[config.mk]
export PLATFORM = sky130hd
export DESIGN_NAME = tbcu_unpacker
export DESIGN_NICKNAME = d
export VERILOG_FILES = /design/src/tbcu_pkg.sv /design/src/tbcu_unpacker.sv
export SDC_FILE = /design/constraint.sdc
export NUM_CORES = 1
export LEC_CHECK = 0
export ABC_AREA = 1
export CORE_MARGIN = 2
export CORE_UTILIZATION = 64
export DETAILED_ROUTE_END_ITERATION = 10
export DONT_BUFFER_PORTS = 1
export PLACE_DENSITY = 0.8
export SYNTH_ARGS = -nofsm -noshare
export SYNTH_HDL_FRONTEND = slang
export SYNTH_SLANG_ARGS = --single-unit
[constraint.sdc]
create_clock -name clk -period 4.7 [get_ports clk]
set_input_delay 0.47 -clock clk [delete_from_list [all_inputs] [get_ports clk]]
set_output_delay 0.47 -clock clk [all_outputs]
set_load 0.03 [all_outputs]
[src/tbcu_pkg.sv]
// Constants and types of the transmit buffer command unpacker
package tbcu_pkg;
    // ==========================================================
    // Register map (byte addresses, one word each)
    localparam logic [3:0] TBCU_ADDR_DATA = 4'h0;
    localparam logic [3:0] TBCU_ADDR_STAT = 4'h4;
    localparam logic [3:0] TBCU_ADDR_TXST = 4'h8;
    localparam logic [3:0] TBCU_ADDR_SUM = 4'hC;
    localparam int TBCU_STAT_ERR = 0;
    localparam int TBCU_STAT_ST_LO = 4;
    // ==========================================================
    // First command word fields
    localparam int TBCU_A_ALIGN_LO = 24;
    localparam int TBCU_A_OFF_LO = 16;
    localparam int TBCU_A_FS = 13;
    localparam int TBCU_A_LS = 12;
    // ==========================================================
    // Second command word fields
    localparam int TBCU_B_TAG_LO = 16;
    localparam int TBCU_B_CRC_DIS = 13;
    localparam int TBCU_B_PAD_DIS = 12;
    // Shared 11-bit length field, bits 10:0
    localparam int TBCU_LEN_W = 11;
    localparam int TBCU_TAG_W = 16;
    // ==========================================================
    // End alignment codes and word masks
    localparam logic [1:0] TBCU_AL_4 = 2'h0;
    localparam logic [1:0] TBCU_AL_16 = 2'h1;
    localparam logic [1:0] TBCU_AL_32 = 2'h2;
    localparam logic [3:0] TBCU_MASK_4 = 4'h0;
    localparam logic [3:0] TBCU_MASK_16 = 4'h3;
    localparam logic [3:0] TBCU_MASK_32 = 4'h7;
    localparam logic [1:0] TBCU_LANE_TOP = 2'h3;
    // ==========================================================
    // Buffer parsing states
    typedef enum logic [1:0] {
        TBCU_CMD_A = 2'b00,
        TBCU_CMD_B = 2'b01,
        TBCU_DATA = 2'b10
    } tbcu_state_t;
endpackage

[src/tbcu_unpacker.sv]
// Transmit buffer command unpacker with Avalon-MM slave port
//
// The placing of the registers and register access over Avalon-MM were chosen for this implementation.
`timescale 1ns/10ps
module tbcu_unpacker #(
    parameter int LEN_W = tbcu_pkg::TBCU_LEN_W,
    parameter int TAG_W = tbcu_pkg::TBCU_TAG_W
) (
    input wire logic clk,
    input wire logic nrst,
    input wire logic [3:0] address,
    input wire logic read,
    input wire logic write,
    input wire logic [31:0] writedata,
    output logic [31:0] readdata,
    output logic waitrequest,
    output logic [7:0] mif_data,
    output logic mif_valid,
    input wire logic mif_ready,
    output logic pkt_done,
    output logic [31:0] tx_status_word,
    output logic fcs_append,
    output logic pad_enable,
    output logic transmit_error_flag
);
    // ==========================================================
    // State record
    typedef struct packed {
        tbcu_pkg::tbcu_state_t st;
        logic wait_n;              // Low for one cycle to answer
        logic [31:0] rdata;
        logic first_seg;
        logic last_seg;
        logic [4:0] start_off;
        logic [LEN_W-1:0] buf_left;
        logic [3:0] word_idx;       // Data words taken so far, stops at 15
        logic [9:0] words_total;    // Data words incl. offset, pad
        logic [9:0] words_seen;
        logic [TAG_W-1:0] tag;
        logic crc_dis;
        logic pad_dis;
        logic [LEN_W-1:0] pkt_len;
        logic [LEN_W+1:0] sum;
        logic done_pend;
        logic [31:0] hold;
        logic [1:0] lane;
        logic [1:0] last_lane;
        logic busy;
        logic [7:0] mdata;
        logic mvalid;
        logic done;
        logic [31:0] txst;
        logic fcs;
        logic pad;
        logic err;
    } tbcu_regs_t;

    tbcu_regs_t r_q;
    tbcu_regs_t r_d;

    logic req;
    logic accept;
    logic data_wr;
    logic [LEN_W+1:0] end_byte;
    logic [9:0] raw_words;
    logic [9:0] amask;
    logic [1:0] lane_first;
    logic [LEN_W-1:0] lane_room;
    logic [LEN_W-1:0] take;
    logic [LEN_W+1:0] sum_next;

    // ==========================================================
    // Bus request decode
    assign req = read || write;
    assign data_wr = write && (address == tbcu_pkg::TBCU_ADDR_DATA);
    // Data words wait while the byte emitter still holds a word
    assign accept = req && r_q.wait_n && !(data_wr && r_q.busy);

    // Word count of a buffer rounded up to its end alignment
    assign end_byte = (LEN_W+2)'(writedata[tbcu_pkg::TBCU_A_OFF_LO +: 5])
        + (LEN_W+2)'(writedata[LEN_W-1:0]);
    assign raw_words = 10'((end_byte + (LEN_W+2)'(3)) >> 2);
    always_comb begin
        unique case (writedata[tbcu_pkg::TBCU_A_ALIGN_LO +: 2])
            tbcu_pkg::TBCU_AL_16: amask = 10'(tbcu_pkg::TBCU_MASK_16);
            tbcu_pkg::TBCU_AL_32: amask = 10'(tbcu_pkg::TBCU_MASK_32);
            default: amask = 10'(tbcu_pkg::TBCU_MASK_4);
        endcase
    end

    // First lane of a payload word and bytes it can carry
    always_comb begin
        lane_first = 2'h0;
        if (r_q.word_idx == {1'b0, r_q.start_off[4:2]}) begin
            lane_first = r_q.start_off[1:0];
        end
        lane_room = LEN_W'(3'h4) - LEN_W'(lane_first);
        take = (r_q.buf_left < lane_room) ? r_q.buf_left : lane_room;
    end

    assign sum_next = r_q.sum + (LEN_W+2)'(writedata[LEN_W-1:0]);

    // ==========================================================
    // Next state
    always_comb begin
        r_d = r_q;
        r_d.wait_n = 1'b1;
        r_d.done = 1'b0;

        // Handshake: drop waitrequest one cycle, act on that edge
        if (accept) begin
            r_d.wait_n = 1'b0;
            unique case (address)
                tbcu_pkg::TBCU_ADDR_STAT: begin
                    r_d.rdata = 32'h0;
                    r_d.rdata[tbcu_pkg::TBCU_STAT_ERR] = r_q.err;
                    r_d.rdata[tbcu_pkg::TBCU_STAT_ST_LO +: 2] = r_q.st;
                end
                tbcu_pkg::TBCU_ADDR_TXST: r_d.rdata = r_q.txst;
                tbcu_pkg::TBCU_ADDR_SUM: r_d.rdata = 32'(r_q.sum);
                default: r_d.rdata = 32'h0;  // Data port, unmapped
            endcase
        end

        // Output byte register drains into the media layer
        if (r_q.mvalid && mif_ready) begin
            r_d.mvalid = 1'b0;
        end
        if (r_q.busy && (!r_q.mvalid || mif_ready)) begin
            r_d.mdata = r_q.hold[{r_q.lane, 3'h0} +: 8];
            r_d.mvalid = 1'b1;
            r_d.lane = r_q.lane + 2'h1;
            if (r_q.lane == r_q.last_lane) begin
                r_d.busy = 1'b0;
            end
        end

        // Packet completes after its last byte has left the emitter
        if (r_q.done_pend && !r_q.busy) begin
            r_d.done_pend = 1'b0;
            r_d.done = 1'b1;
            r_d.txst = {r_q.tag, 16'h0};
            r_d.fcs = !r_q.crc_dis || r_q.pad_dis;
            r_d.pad = !r_q.pad_dis;
            if (r_q.sum != (LEN_W+2)'(r_q.pkt_len)) begin
                r_d.err = 1'b1;
            end
        end

        // Status write of one clears the error flag; a new set wins
        if (!r_q.wait_n && write && address == tbcu_pkg::TBCU_ADDR_STAT
            && writedata[tbcu_pkg::TBCU_STAT_ERR] && !r_d.err) begin
            r_d.err = 1'b0;
        end else if (!r_q.wait_n && write
            && address == tbcu_pkg::TBCU_ADDR_STAT
            && writedata[tbcu_pkg::TBCU_STAT_ERR]
            && !(r_q.done_pend && !r_q.busy
            && r_q.sum != (LEN_W+2)'(r_q.pkt_len))) begin
            r_d.err = 1'b0;
        end

        // Word parsing happens at the edge that completes a write
        if (!r_q.wait_n && data_wr) begin
            unique case (r_q.st)
                tbcu_pkg::TBCU_CMD_A: begin
                    r_d.first_seg = writedata[tbcu_pkg::TBCU_A_FS];
                    r_d.last_seg = writedata[tbcu_pkg::TBCU_A_LS];
                    r_d.start_off = writedata[tbcu_pkg::TBCU_A_OFF_LO +: 5];
                    r_d.buf_left = writedata[LEN_W-1:0];
                    r_d.words_total = (raw_words + amask) & ~amask;
                    r_d.words_seen = 10'h0;
                    r_d.word_idx = 4'h0;
                    // Running size sum restarts on a first segment
                    r_d.sum = writedata[tbcu_pkg::TBCU_A_FS]
                        ? (LEN_W+2)'(writedata[LEN_W-1:0]) : sum_next;
                    r_d.st = tbcu_pkg::TBCU_CMD_B;
                end
                tbcu_pkg::TBCU_CMD_B: begin
                    // Kept only for the first segment of a packet
                    if (r_q.first_seg) begin
                        r_d.tag = writedata[tbcu_pkg::TBCU_B_TAG_LO +: TAG_W];
                        r_d.crc_dis = writedata[tbcu_pkg::TBCU_B_CRC_DIS];
                        r_d.pad_dis = writedata[tbcu_pkg::TBCU_B_PAD_DIS];
                        r_d.pkt_len = writedata[LEN_W-1:0];
                    end
                    // Data words begin with the next word unless the buffer has none
                    if (r_q.words_total == 10'h0) begin
                        r_d.st = tbcu_pkg::TBCU_CMD_A;
                        r_d.done_pend = r_q.last_seg;
                    end else begin
                        r_d.st = tbcu_pkg::TBCU_DATA;
                    end
                end
                tbcu_pkg::TBCU_DATA: begin
                    r_d.words_seen = r_q.words_seen + 10'h1;
                    if (r_q.word_idx != 4'hF) begin
                        r_d.word_idx = r_q.word_idx + 4'h1;
                    end
                    // Whole offset words skipped, then payload lanes
                    if (r_q.word_idx >= {1'b0, r_q.start_off[4:2]}
                        && r_q.buf_left != '0) begin
                        r_d.hold = writedata;
                        r_d.lane = lane_first;
                        // Trailing lanes past the count are dropped
                        r_d.last_lane = 2'(lane_first + 2'(take - 1'b1));
                        r_d.busy = 1'b1;
                        r_d.buf_left = r_q.buf_left - take;
                    end
                    // Pad words after the payload are swallowed
                    if (r_q.words_seen + 10'h1 == r_q.words_total) begin
                        r_d.st = tbcu_pkg::TBCU_CMD_A;
                        r_d.done_pend = r_q.last_seg;
                    end
                end
                default: r_d.st = tbcu_pkg::TBCU_CMD_A;
            endcase
        end
    end

    // ==========================================================
    // State register
    always_ff @(posedge clk or negedge nrst) begin
        if (!nrst) begin
            r_q <= '0;
            r_q.st <= tbcu_pkg::TBCU_CMD_A;
            r_q.wait_n <= 1'b1;
        end else begin
            r_q <= r_d;
        end
    end

    // ==========================================================
    // Outputs, all straight from the state record
    assign readdata = r_q.rdata;
    assign waitrequest = r_q.wait_n;
    assign mif_data = r_q.mdata;
    assign mif_valid = r_q.mvalid;
    assign pkt_done = r_q.done;
    assign tx_status_word = r_q.txst;
    assign fcs_append = r_q.fcs;
    assign pad_enable = r_q.pad;
    assign transmit_error_flag = r_q.err;
endmodule

==> reports/qor.yml, run 1 <==
vias: 7814
final_util_pct: 66.6
synth.cell_area_um2: 10300
grt_pass1_wl_um: 38000
hold_path_class: "primary input to async pin"
slew_headroom_pct: 27.8
cts_root_buffer: "clkbuf_16"
hold_viol: 183
wl_per_cell_um: 17.1
synth_edf_count: 0
start_util_pct: 65.0
p_sw_mw: 1.51
endpoint_kind: "register"
pwr-share-seq_pct: 44.4
cts_tree: "built"
yosys_warnings: 0
vias_per_cell: 5.63
nets: 1241
arrival_ps: 4410
critPathMaxFanout: 6
clock_path_buffers: 2
setup_violations: 0
numPortBuffers: 0
tns_ps: 0
instances_no_fill: 1388
cts_sinks: 183
insertion_delay_ps: 450
die_h_um: 131
synth_seq_cells: 183
async_reset_ff_share_pct: 100
ys_seq_area_share_pct: 44.7
reg2reg_depth: 22
postSynthCellCount: 1230
place_inst: 1356
clock_power_share_pct: 33.6
synth_cell_type_count: 60
max_freq_ghz: 0.245
die_w_um: 131
ys.flop_type: "dfrtp_1"
avgSynthCellArea_um2: 8.34
criticalPathCategory: "register to register"
grt_use_total_pct: 29.1
grt_overflow: 0
period_share_pct: 87.0
grt_pass1_vias: 7556
crit_path_start_kind: "register"
final_antenna_net_count: 0
htreeDepth: 4
comb_power_share_pct: 22.0
min_period_ps: 4090
tightest_slew_ps: 1080
switching_share_pct: 34.3
synth_top_area_share_pct: 44.4
wirelength_um: 23700
leakage_nw: 5.17
dpl.hpwl_um: 16800
drc_errors: 0
power_density_nw_per_um2: 418
first_iter_violations: 604
antennaDiodeCount: 0
cts.clk_slew.worst_paths_ps: 80
worst_ep_required_time_ps: 5020
cts_buffers: 17
cap_violations: 0
p_int_mw: 2.89
maxSlewViolCount: 0
rsz0062_at_grt: "false"
postCtsSetupRepairBufs: 0
die_area_um2: 17100
ir_worst_vdd_mv: 0.285
drive_gt1_share_pct: 8.02
core_area_um2: 15800
firstDrtPassIters: 5
synth_top_area_cell: "dfrtp_1"
ioPinCount: 119
synth_area_leaders: "dfrtp_1 (44%), nand2_1 (11%), buf_4 (5.6%)"
grt_max_degree: 184
outcome: "finished with violations"
total_power_mw: 4.39
place_congestion: 0.992
whs_ps: -292
area_growth_pct: 2.46
rows: 46
antenna_found_initial: 0
nFillCells: 1299
finClkSkew_ps: 11.0
violations: "negative hold slack"
critical path, stage by stage, from the launching register on:
cell      delay, ps
dfrtp_1         410
ha_1            310
nand2_1          60
inv_1            70
nand3_1          70
inv_1            80
nand2_1         120
ha_1            210
inv_1            80
ha_1            250
a21oi_1         150
and3_1          160
nand2_1         140
o21ai_0         290
ha_1            310
nand2_1          80
nor2_1           40
a211oi_1        310
nand3_1         140
nor2_1          280
a21oi_1         100
o21ai_0         220
o21ai_2          80
power groups by stage:
stage,clock [mW],sequential [mW],combinational [mW]
floorplan,0,1.89,0.828
global placement,0,1.97,0.905
detailed placement,0,1.97,0.942
CTS,1.48,1.95,0.956
global route,1.55,1.97,1.10
finish,1.48,1.95,0.965
layout make-up:
type                            count  area [um2]  share of cell area [%]
Clock inverter                     15         203                    1.93
Clock buffer                       17         425                    4.05
Inverter                          140         528                    5.02
Timing Repair Buffer                5        37.5                   0.357
Sequential cell                   183        4580                    43.6
Tap cell                          216         270                    2.57
Multi-Input combinational cell    812        4460                    42.5
cells in the mapped netlist (2+ instances only):
library cell and n:
nand2_1 313, ha_1 38, xnor3_1 2, a31oi_1 14
o221ai_1 2, buf_6 4, a211oi_1 2, nand3_1 41
nor4_1 4, buf_4 77, o21a_1 3, nor2_2 6
o21ai_1 40, nand3b_1 3, inv_2 7, a21oi_1 36
a221oi_1 3, a21boi_0 2, o21ai_2 7, dfrtp_1 182
o21ai_0 97, buf_2 10, xnor2_1 12, xor2_1 20
o22ai_2 3, fa_1 3, nand2_4 3, nor2_1 51
nand4_1 9, a21oi_4 2, clkbuf_1 22, nor2_4 3
o31ai_1 4, or2_2 7, nand2_2 4, clkinv_1 2
nand3_2 3, o22ai_1 14, o211ai_1 14, nor3_1 11
nor3_2 2, inv_1 130
state kept, by name, indices dropped and copies added, names as in the netlist:
| signal | count |
|---|---|
| fcs_append | 1 |
| mif_data | 8 |
| r_q | 124 |
| pad_enable | 1 |
| waitrequest | 1 |
| tx_status_word | 16 |
| readdata | 29 |
| transmit_error_flag | 1 |
| pkt_done | 1 |
| mif_valid | 1 |
worst paths after layout:
kind | startpoint | end | slack [ps]
setup / recovery | r_q[147] | r_q[156] | 610
hold / removal | nrst | readdata[24] | -290
setup reg to reg | r_q[147] | r_q[156] | 610
hold reg to reg | r_q[112] | tx_status_word[19] | 470
max in group asynchronous | nrst | waitrequest | 4720
min in group clk | mif_ready | mif_valid | 130
through the flow:
stage                     instance area (um2)  setup WS [ps]
final                                   10500            612
after global placement                   9880            865
after CTS                               10500            627
after floorplan                         10300           1050
after detailed placement                 9880            639
after global routing                    10500            175
layout by cell type (no fill, tap or decap), drive strengths merged, types with 3 or more instances in the layout:
| cell type | synthesis | routed |
|---|---|---|
| a21oi | 39 | 39 |
| a221oi | 3 | 3 |
| a31oi | 15 | 15 |
| buf | 91 | 5 |
| clkbuf | 22 | 17 |
| clkinv | 2 | 11 |
| conb | 1 | 19 |
| dfrtp | 182 | 182 |
| fa | 3 | 3 |
| ha | 38 | 38 |
| inv | 138 | 143 |
| nand2 | 320 | 320 |
| nand3 | 44 | 44 |
| nand3b | 3 | 3 |
| nand4 | 10 | 10 |
| nor2 | 61 | 61 |
| nor3 | 14 | 14 |
| nor4 | 4 | 4 |
| o211ai | 14 | 14 |
| o21a | 3 | 3 |
| o21ai | 144 | 144 |
| o22ai | 17 | 17 |
| o31ai | 4 | 4 |
| or2 | 8 | 8 |
| xnor2 | 12 | 12 |
| xor2 | 21 | 21 |
cell families after synthesis:
kind of cell / share of synthesized area [%]
and+or+nand+nor: 19.8
buffers and inverters: 12.5
AOI/OAI and AO/OA: 14.3
DFF: 44.7
adders and majority gates: 5.22
xor gates and xnor gates: 3.33
other: 0.0366
muxes: 0.110
metal layers:
metal  up-vias  routed length [um]  GRT usage (%)
met5         -                   0              0
met4         0                 715           11.6
met2       299               11200           47.2
met3        50                2010           7.17
met1      3689                9820           37.9
li1       3776                   -              -
what timing repair did:
action / in CTS / in global routing
endpoints found under the setup margin: 0 / 0
gates resized for setup: 0 / 0
hold endpoints to repair: 183 / 183
Power figures use the tool's default switching activity.
==> run 2, diff against run 1 <==
clock period = 4.3 ns   (was 4.7 ns; I/O delays follow)
==> reports/qor.yml, run 2 (synthesis results as in run 1) <==
critPathSlowestCell: "dfrtp_1"
area_growth_pct: 2.22
grt_pass1_vias: 7263  # -3.9%
critical_path.max_stage_delay_ps: 410  # about the same
maxSlewViolCount: 0  # unchanged
clock_power_share_pct: 32.5  # -1.1 points
min_period_ps: 3970  # -113 ps
pwr-share-seq_pct: 45.2  # +0.8 points
grt_max_degree: 184  # unchanged
clock_path_buffers: 2  # unchanged
ff2ff_setup_slack_ps: 330  # -290 ps
largest_reg_flops: 124  # unchanged
arrival_ps: 4300  # -110 ps
dpl.hpwl_um: 16700  # -0.59%
leakage_nw: 5.16  # -0.28%
cp-startpoint: "r_q[147]"
drc_errors: 0  # unchanged
antenna_found_initial: 0  # unchanged
hold_viol: 183  # unchanged
period_share_pct: 92.4  # +5.5 points
final_common_cell: "nand2_1"
start_util_pct: 65.0  # unchanged
final_cell_mix: "nand2_1 (311), dfrtp_1 (182), inv_1 (130)"
nets: 1242  # +0.081%
cts_tree: "built"
core_area_um2: 15800  # unchanged
crit_path_end: "r_q[156]"
crit_chain: "ha_1 -> nand2_1 -> inv_1 -> nand3_1 -> inv_1 -> nand2_1 -> ha_1 -> inv_1 -> ha_1 -> a21oi_1 -> and3_1 -> nand2_2 -> nand2_1 -> o21ai_0 -> ha_1 -> nand2_1 -> nor2_1 -> a211oi_1 -> nand3_1 -> nor2_1 -> a21oi_1 -> o21ai_0 -> o21ai_2"
ir_worst_vdd_mv: 0.331  # +16%
reg2reg_depth: 23  # +4.5%
tightest_slew_ps: 1060  # -19.5 ps
die_w_um: 131  # unchanged
grt_pass1_wl_um: 37100  # -2.4%
grt_overflow: 0  # unchanged
cts_buffers: 17  # unchanged
numPortBuffers: 0  # unchanged
switching_share_pct: 34.6  # +0.23 points
wirelength_um: 23200  # -2.1%
cap_violations: 0  # unchanged
nFillCells: 1323  # +1.8%
p_int_mw: 3.09  # +7.2%
die_h_um: 131  # unchanged
critPathMaxFanout: 6  # unchanged
violations: "negative hold slack"
worst_ep_required_time_ps: 4620  # -400 ps
comb_power_share_pct: 22.3  # +0.3 points
whs_ps: -329  # -36.5 ps
setup_violations: 0  # unchanged
outcome: "finished with violations"
final_antenna_net_count: 0  # unchanged
cts_sinks: 183  # unchanged
cts.clk_slew.worst_paths_ps: 80  # about the same
cts_root_buffer: "clkbuf_16"
r2r_start: "r_q[147]"
die_area_um2: 17100  # unchanged
vias: 7834  # +0.26%
vias_per_cell: 5.64  # +0.18%
max_freq_ghz: 0.252  # +2.8%
htreeDepth: 4  # unchanged
crit_path_start_kind: "register"
power_density_nw_per_um2: 451  # +7.8%
slew_headroom_pct: 29.1  # +1.3 points
place_inst: 1356  # unchanged
wl_per_cell_um: 16.7  # -2.1%
grt_use_total_pct: 28.5  # -0.61 points
total_power_mw: 4.72  # +7.5%
r2r-end: "r_q[156]"
insertion_delay_ps: 440  # about the same
ioPinCount: 119  # unchanged
firstDrtPassIters: 6  # +1
finClkSkew_ps: 7.57  # -3.41 ps
criticalPathCategory: "register to register"
rows: 46  # unchanged
antennaDiodeCount: 0  # unchanged
largest-register: "r_q"
first_iter_violations: 671  # +11%
place_congestion: 0.973  # -1.9%
drive_gt1_share_pct: 8.27  # +0.25 points
p_sw_mw: 1.63  # +8.3%
endpoint_kind: "register"
hold_path_class: "primary input to async pin"
instances_no_fill: 1389  # +0.072%
[run 2: changes by cell type in the layout (fill, tap and decap cells not counted)]
cell | previous run | this run
clkinvlp_4 | 0 | 2
clkinv_4 | 3 | 2
o21ai_0 | 97 | 96
nand2_1 | 313 | 311
bufinv_16 | 1 | 0
inv_8 | 2 | 4
inv_6 | 3 | 2
clkinv_2 | 0 | 1
nand2_2 | 4 | 6
clkinv_8 | 6 | 4
o21ai_1 | 40 | 41
buf_4 | 5 | 6
[run 2: routing by layer]
metal	part of all wire [%]	wire (um)	GRT usage, %	vias to the layer above
met5	0	0	0	-
met4	2.9	676	11.3	0
met3	7.9	1840	7.21	50
met2	46	10700	44.6	300
met1	43	9960	38.4	3691
li1	-	-	-	3793
[run 2: cell type report]
class / instances / area (um2) / share of cell area [%]
Sequential cell: 183 / 4580 / 43.7
Clock buffer: 17 / 425 / 4.06
Inverter: 140 / 528 / 5.04
Tap cell: 216 / 270 / 2.58
Multi-Input combinational cell: 812 / 4470 / 42.6
Clock inverter: 15 / 165 / 1.58
Timing Repair Buffer: 6 / 45.0 / 0.430
[run 2: what timing repair did]
action,in CTS,in global routing
resized for setup,0,3
hold endpoints to repair,183,183
endpoints found under the setup margin,0,3
setup buffers,0,1
[run 2: how the worst min path moves through the flow]
stage / startpoint / end
after global routing: nrst / tx_status_word[26]
after CTS: nrst / readdata[27]
after floorplan: nrst / fcs_append
final: nrst / readdata[27]
after detailed placement: nrst / readdata[27]
after global placement: nrst / tx_status_word[27]
[run 2: stage by stage]
step	hold slack, ps	util [%]	TNS [ps]	worst slack (ps)	cell area [um2]
2_1_floorplan	134	-	0	650	10300
3_3_place_gp	139	62.6	0	457	9880
3_5_place_dp	138	62.6	0	317	9880
4_1_cts	-333	66.4	0	299	10500
5_1_grt	-342	66.5	-12.7	-12.7	10500
6_report	-329	66.5	0	325	10500
[run 2: critical path, delay by kind of cell, from the launching register on]
kind	cells	cell delay, ps
adder cells (fa/ha/maj)	4	1110
AND/OR/NAND/NOR	10	1190
flip-flops	1	410
AO/OA/AOI/OAI	6	940
buffers and inverters	3	210
[run 2: power by group through the flow]
stage                     clock network [mW]  registers [mW]  logic [mW]
after global placement                     0            2.15       0.986
after global routing                    1.63            2.16        1.21
after floorplan                            0            2.07       0.906
after detailed placement                   0            2.16        1.02
final                                   1.54            2.13        1.05
after CTS                               1.55            2.13        1.03
